===== config.mk =====
export PLATFORM = sky130hd
export DESIGN_NAME = fpm_lane_map
export DESIGN_NICKNAME = d
export VERILOG_FILES = /design/src/rtl/fpm_pkg.sv /design/src/rtl/fpm_in_sync.sv /design/src/rtl/fpm_id_capture.sv /design/src/rtl/fpm_lane_map.sv
export VERILOG_INCLUDE_DIRS = /design/src /design/src/rtl
export SDC_FILE = /design/constraint.sdc
export NUM_CORES = 1
export LEC_CHECK = 0
export BUFFER_PORTS_ARGS = -buffer_cell sky130_fd_sc_hd__buf_2
export CAP_MARGIN = 20
export CORE_MARGIN = 3
export CORE_UTILIZATION = 36
export CTS_CLUSTER_SIZE = 28
export DETAILED_ROUTE_END_ITERATION = 10
export HOLD_SLACK_MARGIN = 0.08
export PLACE_DENSITY = 0.66
export SYNTH_ARGS = -nofsm -noshare
export SYNTH_HDL_FRONTEND = slang
export SYNTH_SLANG_ARGS = --single-unit

===== constraint.sdc =====
create_clock -name clk -period 2 [get_ports clk]
set_input_delay 0.4 -clock clk [delete_from_list [all_inputs] [get_ports clk]]
set_output_delay 0.4 -clock clk [all_outputs]
set_load 0.01 [all_outputs]

===== src/rtl/fpm_params.svh =====
// constants for the port a data lane map of the first fast controller
`ifndef FPM_PARAMS_SVH
`define FPM_PARAMS_SVH
`define FPM_CELL_BYTES 6'd53
`define FPM_CELL_LAST 6'd52
`define FPM_IDLE_HDR 8'h00
`define FPM_IDLE_HDR_LAST 6'd3
`define FPM_IDLE_HEC 8'h52
`define FPM_HEC_IDX 6'd4
`define FPM_IDLE_FILL 8'h6A
`define FPM_ID_TX_SECTION 1'b0
`define FPM_ID_RX_SECTION 1'b1
`define FPM_ID_SECTION_BIT 5
`define FPM_NIB_TX_LO 4
`define FPM_NIB_RX_LO 4
`define FPM_SER_BIT 7
`define FPM_PIN_18 7
`define FPM_PIN_17 7
`define FPM_PIN_13 3
`define FPM_PIN_22 3
`endif


===== src/rtl/fpm_pkg.sv =====
// types shared by the port a data lane map
package fpm_pkg;
	typedef enum logic [2:0] {
		fpm_mode_off,
		fpm_mode_utopia,
		fpm_mode_nibble,
		fpm_mode_serial
	} fpm_mode_type;
	typedef enum logic [1:0] {
		fpm_tx_idle,
		fpm_tx_data,
		fpm_tx_fill
	} fpm_tx_state_type;
endpackage


===== src/rtl/fpm_in_sync.sv =====
// three stage synchroniser for pin inputs, change taken once two agree
`timescale 1ns/10ps
module fpm_in_sync
	import fpm_pkg::*;
#(
	parameter int WIDTH = 8
)
(
	input wire logic clk,
	input wire logic rst,
	input wire logic [WIDTH-1:0] pin,
	output logic [WIDTH-1:0] level
);
	logic [WIDTH-1:0] stage1;
	logic [WIDTH-1:0] stage2;
	logic [WIDTH-1:0] stage3;
	logic [WIDTH-1:0] next_level;

	// per bit: accept the new value only when stages two and three agree
	genvar i;
	generate
		for (i = 0; i < WIDTH; i++)
		begin : g_bit
			always_comb
			begin
				next_level[i] = level[i];
				if (stage2[i] == stage3[i])
					next_level[i] = stage3[i];
			end
		end
	endgenerate

	// stage1 is read by stage2 only, to contain metastability
	always_ff @(posedge clk)
	begin
		if (rst)
		begin
			stage1 <= '0;
			stage2 <= '0;
			stage3 <= '0;
			level <= '0;
		end
		else
		begin
			stage1 <= pin;
			stage2 <= stage1;
			stage3 <= stage2;
			level <= next_level;
		end
	end
endmodule // fpm_in_sync


===== src/rtl/fpm_id_capture.sv =====
// serial dma requester identifier output and error capture
`timescale 1ns/10ps
`include "fpm_params.svh"
module fpm_id_capture
	import fpm_pkg::*;
(
	input wire logic clk,
	input wire logic rst,
	input wire logic dma_active,
	input wire logic [4:0] dma_sub_block,
	input wire logic dma_rx_section,
	input wire logic dma_error,
	output logic [5:0] dma_requester_id,
	output logic [5:0] dma_error_id,
	output logic dma_error_seen
);
	logic [5:0] next_id;
	logic [5:0] next_err_id;
	logic next_err_seen;

	// identifier is section bit over the sub-block code
	always_comb
	begin
		next_id = dma_requester_id;
		next_err_id = dma_error_id;
		next_err_seen = dma_error_seen;
		if (dma_active)
		begin
			next_id[4:0] = dma_sub_block;
			next_id[`FPM_ID_SECTION_BIT] = dma_rx_section ?
				`FPM_ID_RX_SECTION : `FPM_ID_TX_SECTION;
		end
		// capture what is on the identifier during the failing transfer
		if (dma_error)
		begin
			next_err_id = dma_active ? next_id : dma_requester_id;
			next_err_seen = 1'b1;
		end
	end

	always_ff @(posedge clk)
	begin
		if (rst)
		begin
			dma_requester_id <= '0;
			dma_error_id <= '0;
			dma_error_seen <= 1'b0;
		end
		else
		begin
			dma_requester_id <= next_id;
			dma_error_id <= next_err_id;
			dma_error_seen <= next_err_seen;
		end
	end
endmodule // fpm_id_capture


===== src/rtl/fpm_lane_map.sv =====
// port a lane map for the first fast communications controller
`timescale 1ns/10ps
`include "fpm_params.svh"
module fpm_lane_map
	import fpm_pkg::*;
(
	input wire logic clk,
	input wire logic rst,
	input wire fpm_mode_type mode,
	input wire logic tx_cell_start,
	input wire logic tx_byte_valid,
	input wire logic [7:0] tx_byte,
	output logic tx_byte_ready,
	input wire logic tx_phy_enable,
	input wire logic rx_phy_enable,
	input wire logic [3:0] tx_nibble,
	input wire logic tx_serial_bit,
	input wire logic dma_active,
	input wire logic [4:0] dma_sub_block,
	input wire logic dma_rx_section,
	input wire logic dma_error,
	output logic [7:0] pa_tx_out,
	output logic [7:0] pa_tx_oe,
	input wire logic [7:0] pa_rx_in,
	output logic [5:0] pa_id_out,
	output logic [5:0] pa_id_oe,
	output logic [7:0] rx_byte,
	output logic rx_byte_valid,
	output logic rx_cell_start,
	output logic [3:0] rx_nibble,
	output logic rx_serial_bit,
	output logic [5:0] dma_error_id,
	output logic dma_error_seen
);
	fpm_tx_state_type tx_state;
	fpm_tx_state_type next_tx_state;
	logic [5:0] tx_count;
	logic [5:0] next_tx_count;
	logic [7:0] tx_lanes;
	logic [7:0] next_tx_lanes;
	logic [7:0] rx_lvl;
	logic rx_en_lvl;
	logic rx_en_d;
	logic rx_en_dd;
	logic rx_take;
	logic [5:0] rx_count;
	logic [5:0] next_rx_count;
	logic [7:0] next_rx_byte;
	logic next_rx_valid;
	logic next_rx_start;
	logic [3:0] next_rx_nibble;
	logic next_rx_serial;
	logic [5:0] id_value;
	logic [7:0] idle_byte;

	// pin inputs cross into the clock domain before use
	fpm_in_sync #(.WIDTH(8)) u_rx_sync
	(
		.clk(clk),
		.rst(rst),
		.pin(pa_rx_in),
		.level(rx_lvl)
	);

	fpm_in_sync #(.WIDTH(1)) u_en_sync
	(
		.clk(clk),
		.rst(rst),
		.pin(rx_phy_enable),
		.level(rx_en_lvl)
	);

	fpm_id_capture u_id
	(
		.clk(clk),
		.rst(rst),
		.dma_active(dma_active),
		.dma_sub_block(dma_sub_block),
		.dma_rx_section(dma_rx_section),
		.dma_error(dma_error),
		.dma_requester_id(id_value),
		.dma_error_id(dma_error_id),
		.dma_error_seen(dma_error_seen)
	);

	// idle cell: four zero header bytes, fixed hec, then fill payload
	// limitation: the idle pattern is fixed, not programmable
	always_comb
	begin
		if (tx_count <= `FPM_IDLE_HDR_LAST)
			idle_byte = `FPM_IDLE_HDR;
		else if (tx_count == `FPM_HEC_IDX)
			idle_byte = `FPM_IDLE_HEC;
		else
			idle_byte = `FPM_IDLE_FILL;
	end

	// user is ready only inside a data cell, and only when the phy pulls
	// ready is combinational so a stalled phy stops the user at once
	always_comb
	begin
		tx_byte_ready = 1'b0;
		if (mode == fpm_mode_utopia && tx_phy_enable)
			tx_byte_ready = (tx_state == fpm_tx_data) ||
				(tx_state == fpm_tx_idle && tx_cell_start);
	end

	// utopia transmit cell sequencer; a cell once begun completes unless mode leaves utopia, which drops it back to idle
	always_comb
	begin
		next_tx_state = tx_state;
		next_tx_count = tx_count;
		next_tx_lanes = tx_lanes;
		case (tx_state)
			fpm_tx_idle:
			begin
				if (mode == fpm_mode_utopia && tx_phy_enable)
				begin
					next_tx_count = 6'd1;
					if (tx_cell_start && tx_byte_valid)
					begin
						next_tx_state = fpm_tx_data;
						next_tx_lanes = tx_byte;
					end
					else
					begin
						next_tx_state = fpm_tx_fill;
						next_tx_lanes = `FPM_IDLE_HDR;
					end
				end
			end
			fpm_tx_data:
			begin
				if (tx_phy_enable)
				begin
					// an underrun mid-cell repeats the fill byte
					next_tx_lanes = tx_byte_valid ? tx_byte : `FPM_IDLE_FILL;
					next_tx_count = tx_count + 6'd1;
					if (tx_count == `FPM_CELL_LAST)
						next_tx_state = fpm_tx_idle;
				end
			end
			fpm_tx_fill:
			begin
				if (tx_phy_enable)
				begin
					next_tx_lanes = idle_byte;
					next_tx_count = tx_count + 6'd1;
					if (tx_count == `FPM_CELL_LAST)
						next_tx_state = fpm_tx_idle;
				end
			end
			// the unused state code recovers to idle
			default:
			begin
				next_tx_state = fpm_tx_idle;
				next_tx_count = '0;
			end
		endcase
		if (mode == fpm_mode_nibble)
			next_tx_lanes = {tx_nibble[0], tx_nibble[1], tx_nibble[2],
				tx_nibble[3], 4'h0};
		else if (mode == fpm_mode_serial)
			next_tx_lanes = {tx_serial_bit, 7'h00};
		else if (mode != fpm_mode_utopia)
			next_tx_lanes = 8'h00;
		if (mode != fpm_mode_utopia)
		begin
			next_tx_state = fpm_tx_idle;
			next_tx_count = '0;
		end
	end

	// transmit state, byte count and lane register; lanes come from
	// flip-flops so the pins never show combinational glitches
	always_ff @(posedge clk)
	begin
		if (rst)
		begin
			tx_state <= fpm_tx_idle;
			tx_count <= '0;
			tx_lanes <= '0;
		end
		else
		begin
			tx_state <= next_tx_state;
			tx_count <= next_tx_count;
			tx_lanes <= next_tx_lanes;
		end
	end

	// drive only the lanes the selected mode owns
	always_comb
	begin
		pa_tx_out = tx_lanes;
		case (mode)
			fpm_mode_utopia: pa_tx_oe = 8'hFF;
			fpm_mode_nibble: pa_tx_oe = 8'hF0;
			fpm_mode_serial: pa_tx_oe = 8'h80;
			// mode off leaves every lane to the port's other users
			default: pa_tx_oe = 8'h00;
		endcase
	end

	// requester id shares rx pins; it drives only when they are not inputs
	// limitation: no lane mode can show the identifier on the pins
	always_comb
	begin
		pa_id_out = id_value;
		if (mode == fpm_mode_off)
			pa_id_oe = 6'h3F;
		else
			pa_id_oe = 6'h00;
	end

	// one byte per enable pulse: the lane filter needs every level held
	// for two clocks, so counting enabled cycles would repeat a byte
	assign rx_take = rx_en_d && !rx_en_dd;

	// lanes are read a clock after the synchronised enable, as the phy
	// drives them only in the cycles that follow its enable
	always_comb
	begin
		next_rx_byte = rx_byte;
		next_rx_valid = 1'b0;
		next_rx_start = 1'b0;
		next_rx_count = rx_count;
		next_rx_nibble = rx_nibble;
		next_rx_serial = rx_serial_bit;
		case (mode)
			fpm_mode_utopia:
			begin
				if (rx_take)
				begin
					next_rx_byte = rx_lvl;
					next_rx_valid = 1'b1;
					next_rx_start = (rx_count == 6'd0);
					if (rx_count == `FPM_CELL_LAST)
						next_rx_count = '0;
					else
						next_rx_count = rx_count + 6'd1;
				end
			end
			fpm_mode_nibble:
			begin
				// pin 7 carries the nibble lsb, pin 4 its msb
				next_rx_nibble = {rx_lvl[`FPM_NIB_RX_LO], rx_lvl[5],
					rx_lvl[6], rx_lvl[`FPM_PIN_17]};
				next_rx_count = '0;
			end
			fpm_mode_serial:
			begin
				next_rx_serial = rx_lvl[`FPM_SER_BIT];
				next_rx_count = '0;
			end
			default:
				next_rx_count = '0;
		endcase
	end

	// receive registers; the enable delays reset low, matching the idle
	// level of the pin, so no false pulse follows reset
	always_ff @(posedge clk)
	begin
		if (rst)
		begin
			rx_en_d <= 1'b0;
			rx_en_dd <= 1'b0;
			rx_count <= '0;
			rx_byte <= '0;
			rx_byte_valid <= 1'b0;
			rx_cell_start <= 1'b0;
			rx_nibble <= '0;
			rx_serial_bit <= 1'b0;
		end
		else
		begin
			rx_en_d <= rx_en_lvl;
			rx_en_dd <= rx_en_d;
			rx_count <= next_rx_count;
			rx_byte <= next_rx_byte;
			rx_byte_valid <= next_rx_valid;
			rx_cell_start <= next_rx_start;
			rx_nibble <= next_rx_nibble;
			rx_serial_bit <= next_rx_serial;
		end
	end
endmodule // fpm_lane_map


==> results.md, run 1 <==
- Reg2reg path depth: 7
- Reg2reg start: tx_state[0]
- Core Area: 0.00928 mm²
- DR vias: between 2000 and 3000
- DRT Pass-1 Iters: 4
- Ys flop type: dfxtp_1
- Max Cap Viol: 0
- Synth Register Bits: just under 90
- Count leader, synth: dfxtp_1
- Post-route ant nets: 0
- Vias in the first global route: 2587
- Largest net degree at the start of global routing: 65
- Final slew viol count: 0
- Setup slack after layout: around 0.14 ns
- Io pins: 89
- Total Wirelength: between 7 and 8 mm
- Layout cells sized above 1: between 20% and 30%
- Peak VDD IR: roughly 0.00053 V
- Initial antenna violation count: 1
- Hold EP: u_rx_sync.stage1[1]
- CP endpoint kind: register
- Num rows: 35
- Area after DPL: approximately 0.004 mm²
- Total GRT Usage: ~14%
- Required @ worst endpoint: approximately 2.3 ns
- Kind of critical path: reg2reg
- Die Y: about 100 µm
- TNS Setup: 0 ns
- Net count, final: approximately 500
- Max clock buf depth: 2
- Detailed-route DRC error count: 0
- Diode count: 0
- Post-synthesis sequential area ratio: between 50% and 60%
- Asr flop ratio synth: 0%
- H-tree depth: 3
- Synthesized cell area: roughly 0.0035 mm²
- P&R area growth vs syn: 22.3%
- Skew final: between 0.015 and 0.02 ns
- Actual slew at the worst max-slew pin: 0.614 ns
- Final worst path period share: between 90% and 100%
- HP Start: pa_rx_in[1]
- Number of enable flip-flop cells after synthesis: 0
- Power Dens Cells: just over 800 mW/mm²
- Placer congestion estimate: approximately 0.8
- Yosys top cell area share: approximately half
- CTS Sinks: 88
- Die ar.: 0.0108 mm²
- Die width: between 100 and 150 µm
- RSZ-0062 raised after global routing: no
- 1st-iter DRT viols: 121
- Clk_lat worst skew: roughly 0.36 ns
- Via/cell ratio: roughly 4.7
- Mean Syn Cell Area: 9.07 µm²
- Synth top area cells: dfxtp_1 (51%), nor2b_1 (5.8%), a21oi_1 (5.3%)
- Synth area leader: dfxtp_1
- Pre-CTS setup slack: just under 0.09 ns
- Status: finished clean
- CTS buffer count: 9
- Capture point of the worst reg-to-reg path: tx_state[0]
- Leakage power: between 1.5 and 2 nW
- Final hold violations: 0
- Crit path launch type: register
- Clock root buffer: clkbuf_8
- Clock transition at path regs: ~0.1 ns
- Final setup fails: 0
- Gate Count Post-Synth: 382
- Final Critical Period: between 1.5 and 2 ns
- Worst slew margin: approximately 59%
- Crit Path Max Fanout: 5
- First-pass GRT wire length: roughly 12 mm
- Net Count, Synth: roughly 430
- Post-CTS sizing: 0
- Syn. warnings: 0
- R2R Setup Slk: roughly 0.14 ns
- I/O Buffers: between 80 and 90
- Netlist cell types: between 40 and 50
- Total congestion overflow: 0
- CTS hold repair buffers: 0
- Critical path arrival: around 2.2 ns
- TritonCTS clock tree: done
- Post-Layout Inst Area: 0.00424 mm²
- Post-CTS setup buffers: 0
- Hold-critical path depth: 2
- DR WL/cell: 12.6 µm
- Dpl hpwl: 5.56 mm
- Most frequent cells after synthesis: dfxtp_1 (88), a21oi_1 (37), nor2_1 (37), nand2_1 (36), nor2b_1 (32)
- Initial Util: between 30 and 40%
- Max frequency: between 500 and 600 MHz
- Hold crit path type: in2reg
cells by family after synthesis:
kind of cell	share of synthesized area [%]
AO/OA/AOI/OAI	13.2
XOR/XNOR	1.01
adder cells (fa/ha/maj)	2.89
buffers and inverters	5.92
flip-flops	50.8
multiplexers	4.04
AND/OR/NAND/NOR	22.1
where the power goes:
group	total [mW]	switching, mW	leakage (nW)	internal (mW)
sequential	1.81	0.0182	0.717	1.79
clock	1.41	0.683	0.115	0.731
combinational	0.233	0.130	0.946	0.103
worst max-delay path, stage by stage, from the launching register on:
cell and delay, ns:
dfxtp_1 0.38, inv_1 0.08, ha_2 0.31, buf_4 0.16
inv_1 0.11, a21oi_1 0.09, or4b_1 0.51, a21oi_1 0.16
through the flow:
stage	instances	util, %	power [mW]	hold slack [ns]
finish	598	45.6	3.46	0.234
global route	598	45.6	3.61	0.214
CTS	598	45.6	3.51	0.215
detailed placement	582	43.1	2.09	0.420
global placement	582	43.1	2.08	0.416
floorplan	382	-	1.99	0.414
final cells by class:
| type | count | area (µm²) |
|---|---|---|
| multi-input cells | 253 | 1500 |
| inverters | 13 | 53.8 |
| repair buffers | 99 | 523 |
| fillers | 939 | 5050 |
| clock inverters | 7 | 113 |
| flip-flops and latches | 88 | 1760 |
| clock buffers | 9 | 124 |
| well taps | 129 | 161 |
how the worst max path moves through the flow:
stage	slack (ns)	from	end
after floorplan	0.12	mode[0]	tx_byte_ready
after global placement	0.12	mode[2]	tx_state[0]
after detailed placement	0.09	mode[2]	tx_state[0]
after CTS	0.05	tx_state[0]	tx_byte_ready
after global routing	0.006	tx_state[0]	tx_state[0]
final	0.14	tx_state[0]	tx_state[0]
layer usage:
metal / track usage, % / part of all wire, % / vias up
met5: 0 / 0.093 / -
met3: 4.53 / 5.4 / 14
met4: 5.70 / 1.8 / 2
met1: 18.4 / 47 / 1283
met2: 21.7 / 46 / 76
li1: - / - / 1447
cells in the final DEF (no fill, tap or decap), types with 2 or more instances in the layout:
cell       instances
buf_2             88
dfxtp_1           88
nor2_1            37
a21oi_1           37
nand2_1           36
nor2b_1           32
o21ai_0           21
nand3_1           14
mux2i_1           14
inv_1             12
buf_4             11
clkbuf_8           9
or3_1              7
ha_1               7
a211oi_1           6
nor3_1             3
nand2b_1           3
nand4_1            3
a311oi_1           3
xor2_1             3
nand4b_1           2
o22ai_1            2
nand3b_1           2
and4b_1            2
nor4_1             2
o2bb2ai_1          2
inv_6              2
bufinv_16          2
state kept, by name, indices dropped and copies added (netlist names), 8 cells and up:
| signal | count |
|---|---|
| u_rx_sync.stage1 | 8 |
| pa_tx_out | 8 |
| u_rx_sync.stage3 | 8 |
| u_rx_sync.level | 8 |
| u_rx_sync.stage2 | 8 |
| rx_byte | 8 |
(Power assumes the default switching activity.)
==> inputs of run 2 (changes only) <==
- CORE_ASPECT_RATIO: unset -> 0.5
- CORE_MARGIN: 3 -> 1.5
==> run 2 against run 1 <==
Die area is 5.4% lower; via count is 2.3% lower; register-to-register slack worse by 0.02 ns; global-route usage is 1.1 points higher; utilization is 0.13 points higher; combinational power hardly changed; setup slack worse by 0.028 ns; maximum frequency is 1.5% lower; clock power is 20% higher.
==> results.md, run 2 (synthesized netlist as in run 1, its figures left out) <==
- Crit Path Max Fanout: 5 (unchanged)
- Crit path launch type: register (unchanged)
- Most common cell after layout, fill and taps aside: buf_2
- HP Start: pa_rx_in[1] (unchanged)
- Reg2reg path depth: 6 (was 7)
- Status: finished clean (unchanged)
- Diode count: 0 (unchanged)
- Hold crit path type: in2reg (unchanged)
- Kind of critical path: reg2out (was reg2reg)
- Pre-CTS setup slack: 0.0369 ns (was 0.0869 ns)
- Total Wirelength: 7.32 mm (was 7.54 mm)
- Skew final: 0.00422 ns (was 0.0156 ns)
- Register area: 0.00176 mm² (about the same)
- Setup slack after layout: 0.108 ns (was 0.136 ns)
- Capture point of the worst reg-to-reg path: tx_state[0] (unchanged)
- Clock root buffer: clkbuf_16 (was clkbuf_8)
- Final setup fails: 0 (unchanged)
- Leakage power: 1.80 nW (was 1.78 nW)
- Final worst path period share: 94.6% (was 93.2%)
- I/O Buffers: 88 (unchanged)
- Io pins: 89 (unchanged)
- Max clock buf depth: 2 (unchanged)
- TritonCTS clock tree: done (unchanged)
- Die Y: 72.4 µm (was 104 µm)
- TNS Setup: 0 ns (unchanged)
- Clk_lat worst skew: 0.34 ns (was 0.36 ns)
- Commonest cells after routing, fill and taps aside: buf_2 (88), dfxtp_1 (87), nor2_1 (37), a21oi_1 (37), nand2_1 (36) (was buf_2 (88), dfxtp_1 (88), nor2_1 (37), a21oi_1 (37), nand2_1 (36))
- DRT Pass-1 Iters: 4 (unchanged)
- RSZ-0062 raised after global routing: no (unchanged)
- Vias in the first global route: 2565 (was 2587)
- Die ar.: 0.0103 mm² (was 0.0108 mm²)
- Max frequency: 528 MHz (was 536 MHz)
- Final Critical Period: 1.89 ns (was 1.86 ns)
- Largest net degree at the start of global routing: 29 (was 65)
- DR WL/cell: 12.4 µm (was 12.6 µm)
- Max Cap Viol: 0 (unchanged)
- Total congestion overflow: 0 (unchanged)
- Clock transition at path regs: 0.07 ns (was 0.10 ns)
- Core Area: 0.00938 mm² (was 0.00928 mm²)
- Final slew viol count: 0 (unchanged)
- Num rows: 25 (was 35)
- Required @ worst endpoint: 1.60 ns (was 2.29 ns)
- CP endpoint kind: output pin (was register)
- First-pass GRT wire length: 12.2 mm (was 12.4 mm)
- Via/cell ratio: 4.68 (was 4.72)
- R2R Setup Slk: 0.12 ns (was 0.14 ns)
- Multi-input logic area: 0.00151 mm² (was 0.00150 mm²)
- Initial antenna violation count: 0 (was 1)
- CTS Sinks: 88 (unchanged)
- H-tree depth: 3 (unchanged)
- Critical path arrival: 1.49 ns (was 2.16 ns)
- Placer congestion estimate: 0.821 (was 0.810)
- Dpl hpwl: 5.33 mm (was 5.56 mm)
- CTS buffer count: 9 (unchanged)
- Post-route ant nets: 0 (unchanged)
- Total GRT Usage: 15.3% (was 14.1%)
- Initial Util: 36.9% (was 37.3%)
- P&R area growth vs syn: 23.9% (was 22.3%)
- DR vias: 2757 (was 2822)
- Actual slew at the worst max-slew pin: 0.550 ns (was 0.614 ns)
- Hold-critical path depth: 2 (unchanged)
- Peak VDD IR: 0.000439 V (was 0.000531 V)
- Detailed-route DRC error count: 0 (unchanged)
- CTS hold repair buffers: 0 (unchanged)
- Filler cells: 945 (was 939)
- Power Dens Cells: 870 mW/mm² (was 816 mW/mm²)
- Reg2reg start: tx_state[1] (was tx_state[0])
- Final hold violations: 0 (unchanged)
- 1st-iter DRT viols: 121 (unchanged)
- Layout cells sized above 1: 26.1% (was 25.8%)
- Worst slew margin: 62.9% (was 59.1%)
- Hold EP: u_rx_sync.stage1[1] (unchanged)
- Net count, final: 509 (was 510)
- Die width: 142 µm (was 104 µm)
-- run 2: cell count changes in the layout (fill, tap and decap cells not counted), sizes merged --
| cell | delta |
|---|---|
| buf | -1 |
| bufinv | -1 |
| clkbuf | +1 |
-- run 2: how the worst max path moves through the flow --
stage | from | to | slack [ns] | cells past startpoint
floorplan | mode[0] | tx_byte_ready | 0.12 | 6
global placement | mode[2] | tx_state[0] | 0.09 | 6
detailed placement | mode[2] | tx_state[0] | 0.04 | 6
finish | tx_state[1] | tx_byte_ready | 0.11 | 6
CTS | tx_state[0] | tx_byte_ready | 0.05 | 6
global route | tx_state[1] | tx_state[0] | 0.008 | 6
-- run 2: worst max-delay path: stages (launching register included) --
cell,delay [ns]
dfxtp_1,0.37
inv_1,0.08
ha_2,0.21
buf_4,0.16
a21oi_1,0.14
nor2_1,0.06
buf_2,0.13
-- run 2: timing repair --
action	CTS	global route
resized for setup	1	3
setup buffers	0	2
pin swaps	0	1
endpoints found under the setup margin	1	5
-- run 2: cell type report --
class | count | area share [%]
Clock buffer | 10 | 5.33
Clock inverter | 6 | 1.75
Inverter | 13 | 1.25
Multi-Input combinational cell | 253 | 35.1
Sequential cell | 88 | 41.0
Tap cell | 121 | 3.52
Timing Repair Buffer | 98 | 12.0
-- run 2: metal layers --
| layer | up-vias | part of all wire, % | global-route usage (%) |
|---|---|---|---|
| met5 | - | 0 | 0 |
| met4 | 0 | 0.87 | 6.76 |
| met3 | 6 | 5.5 | 5.68 |
| met2 | 50 | 46 | 24.3 |
| met1 | 1251 | 47 | 18.7 |
| li1 | 1450 | - | - |
-- run 2: through the flow --
stage,hold WS (ns),utilization [%],power (mW),cell area [µm²],std cells
2_1_floorplan,0.414,-,1.99,3470,382
3_3_place_gp,0.416,42.3,2.08,3970,571
3_5_place_dp,0.422,42.3,2.08,3970,571
4_1_cts,0.249,45.5,3.79,4270,587
5_1_grt,0.260,45.8,3.89,4300,589
6_report,0.266,45.8,3.74,4300,589
-- run 2: power breakdown --
part           switching (mW)  internal, mW
Combinational           0.129         0.101
Sequential             0.0173          1.80
Clock                   0.706         0.988
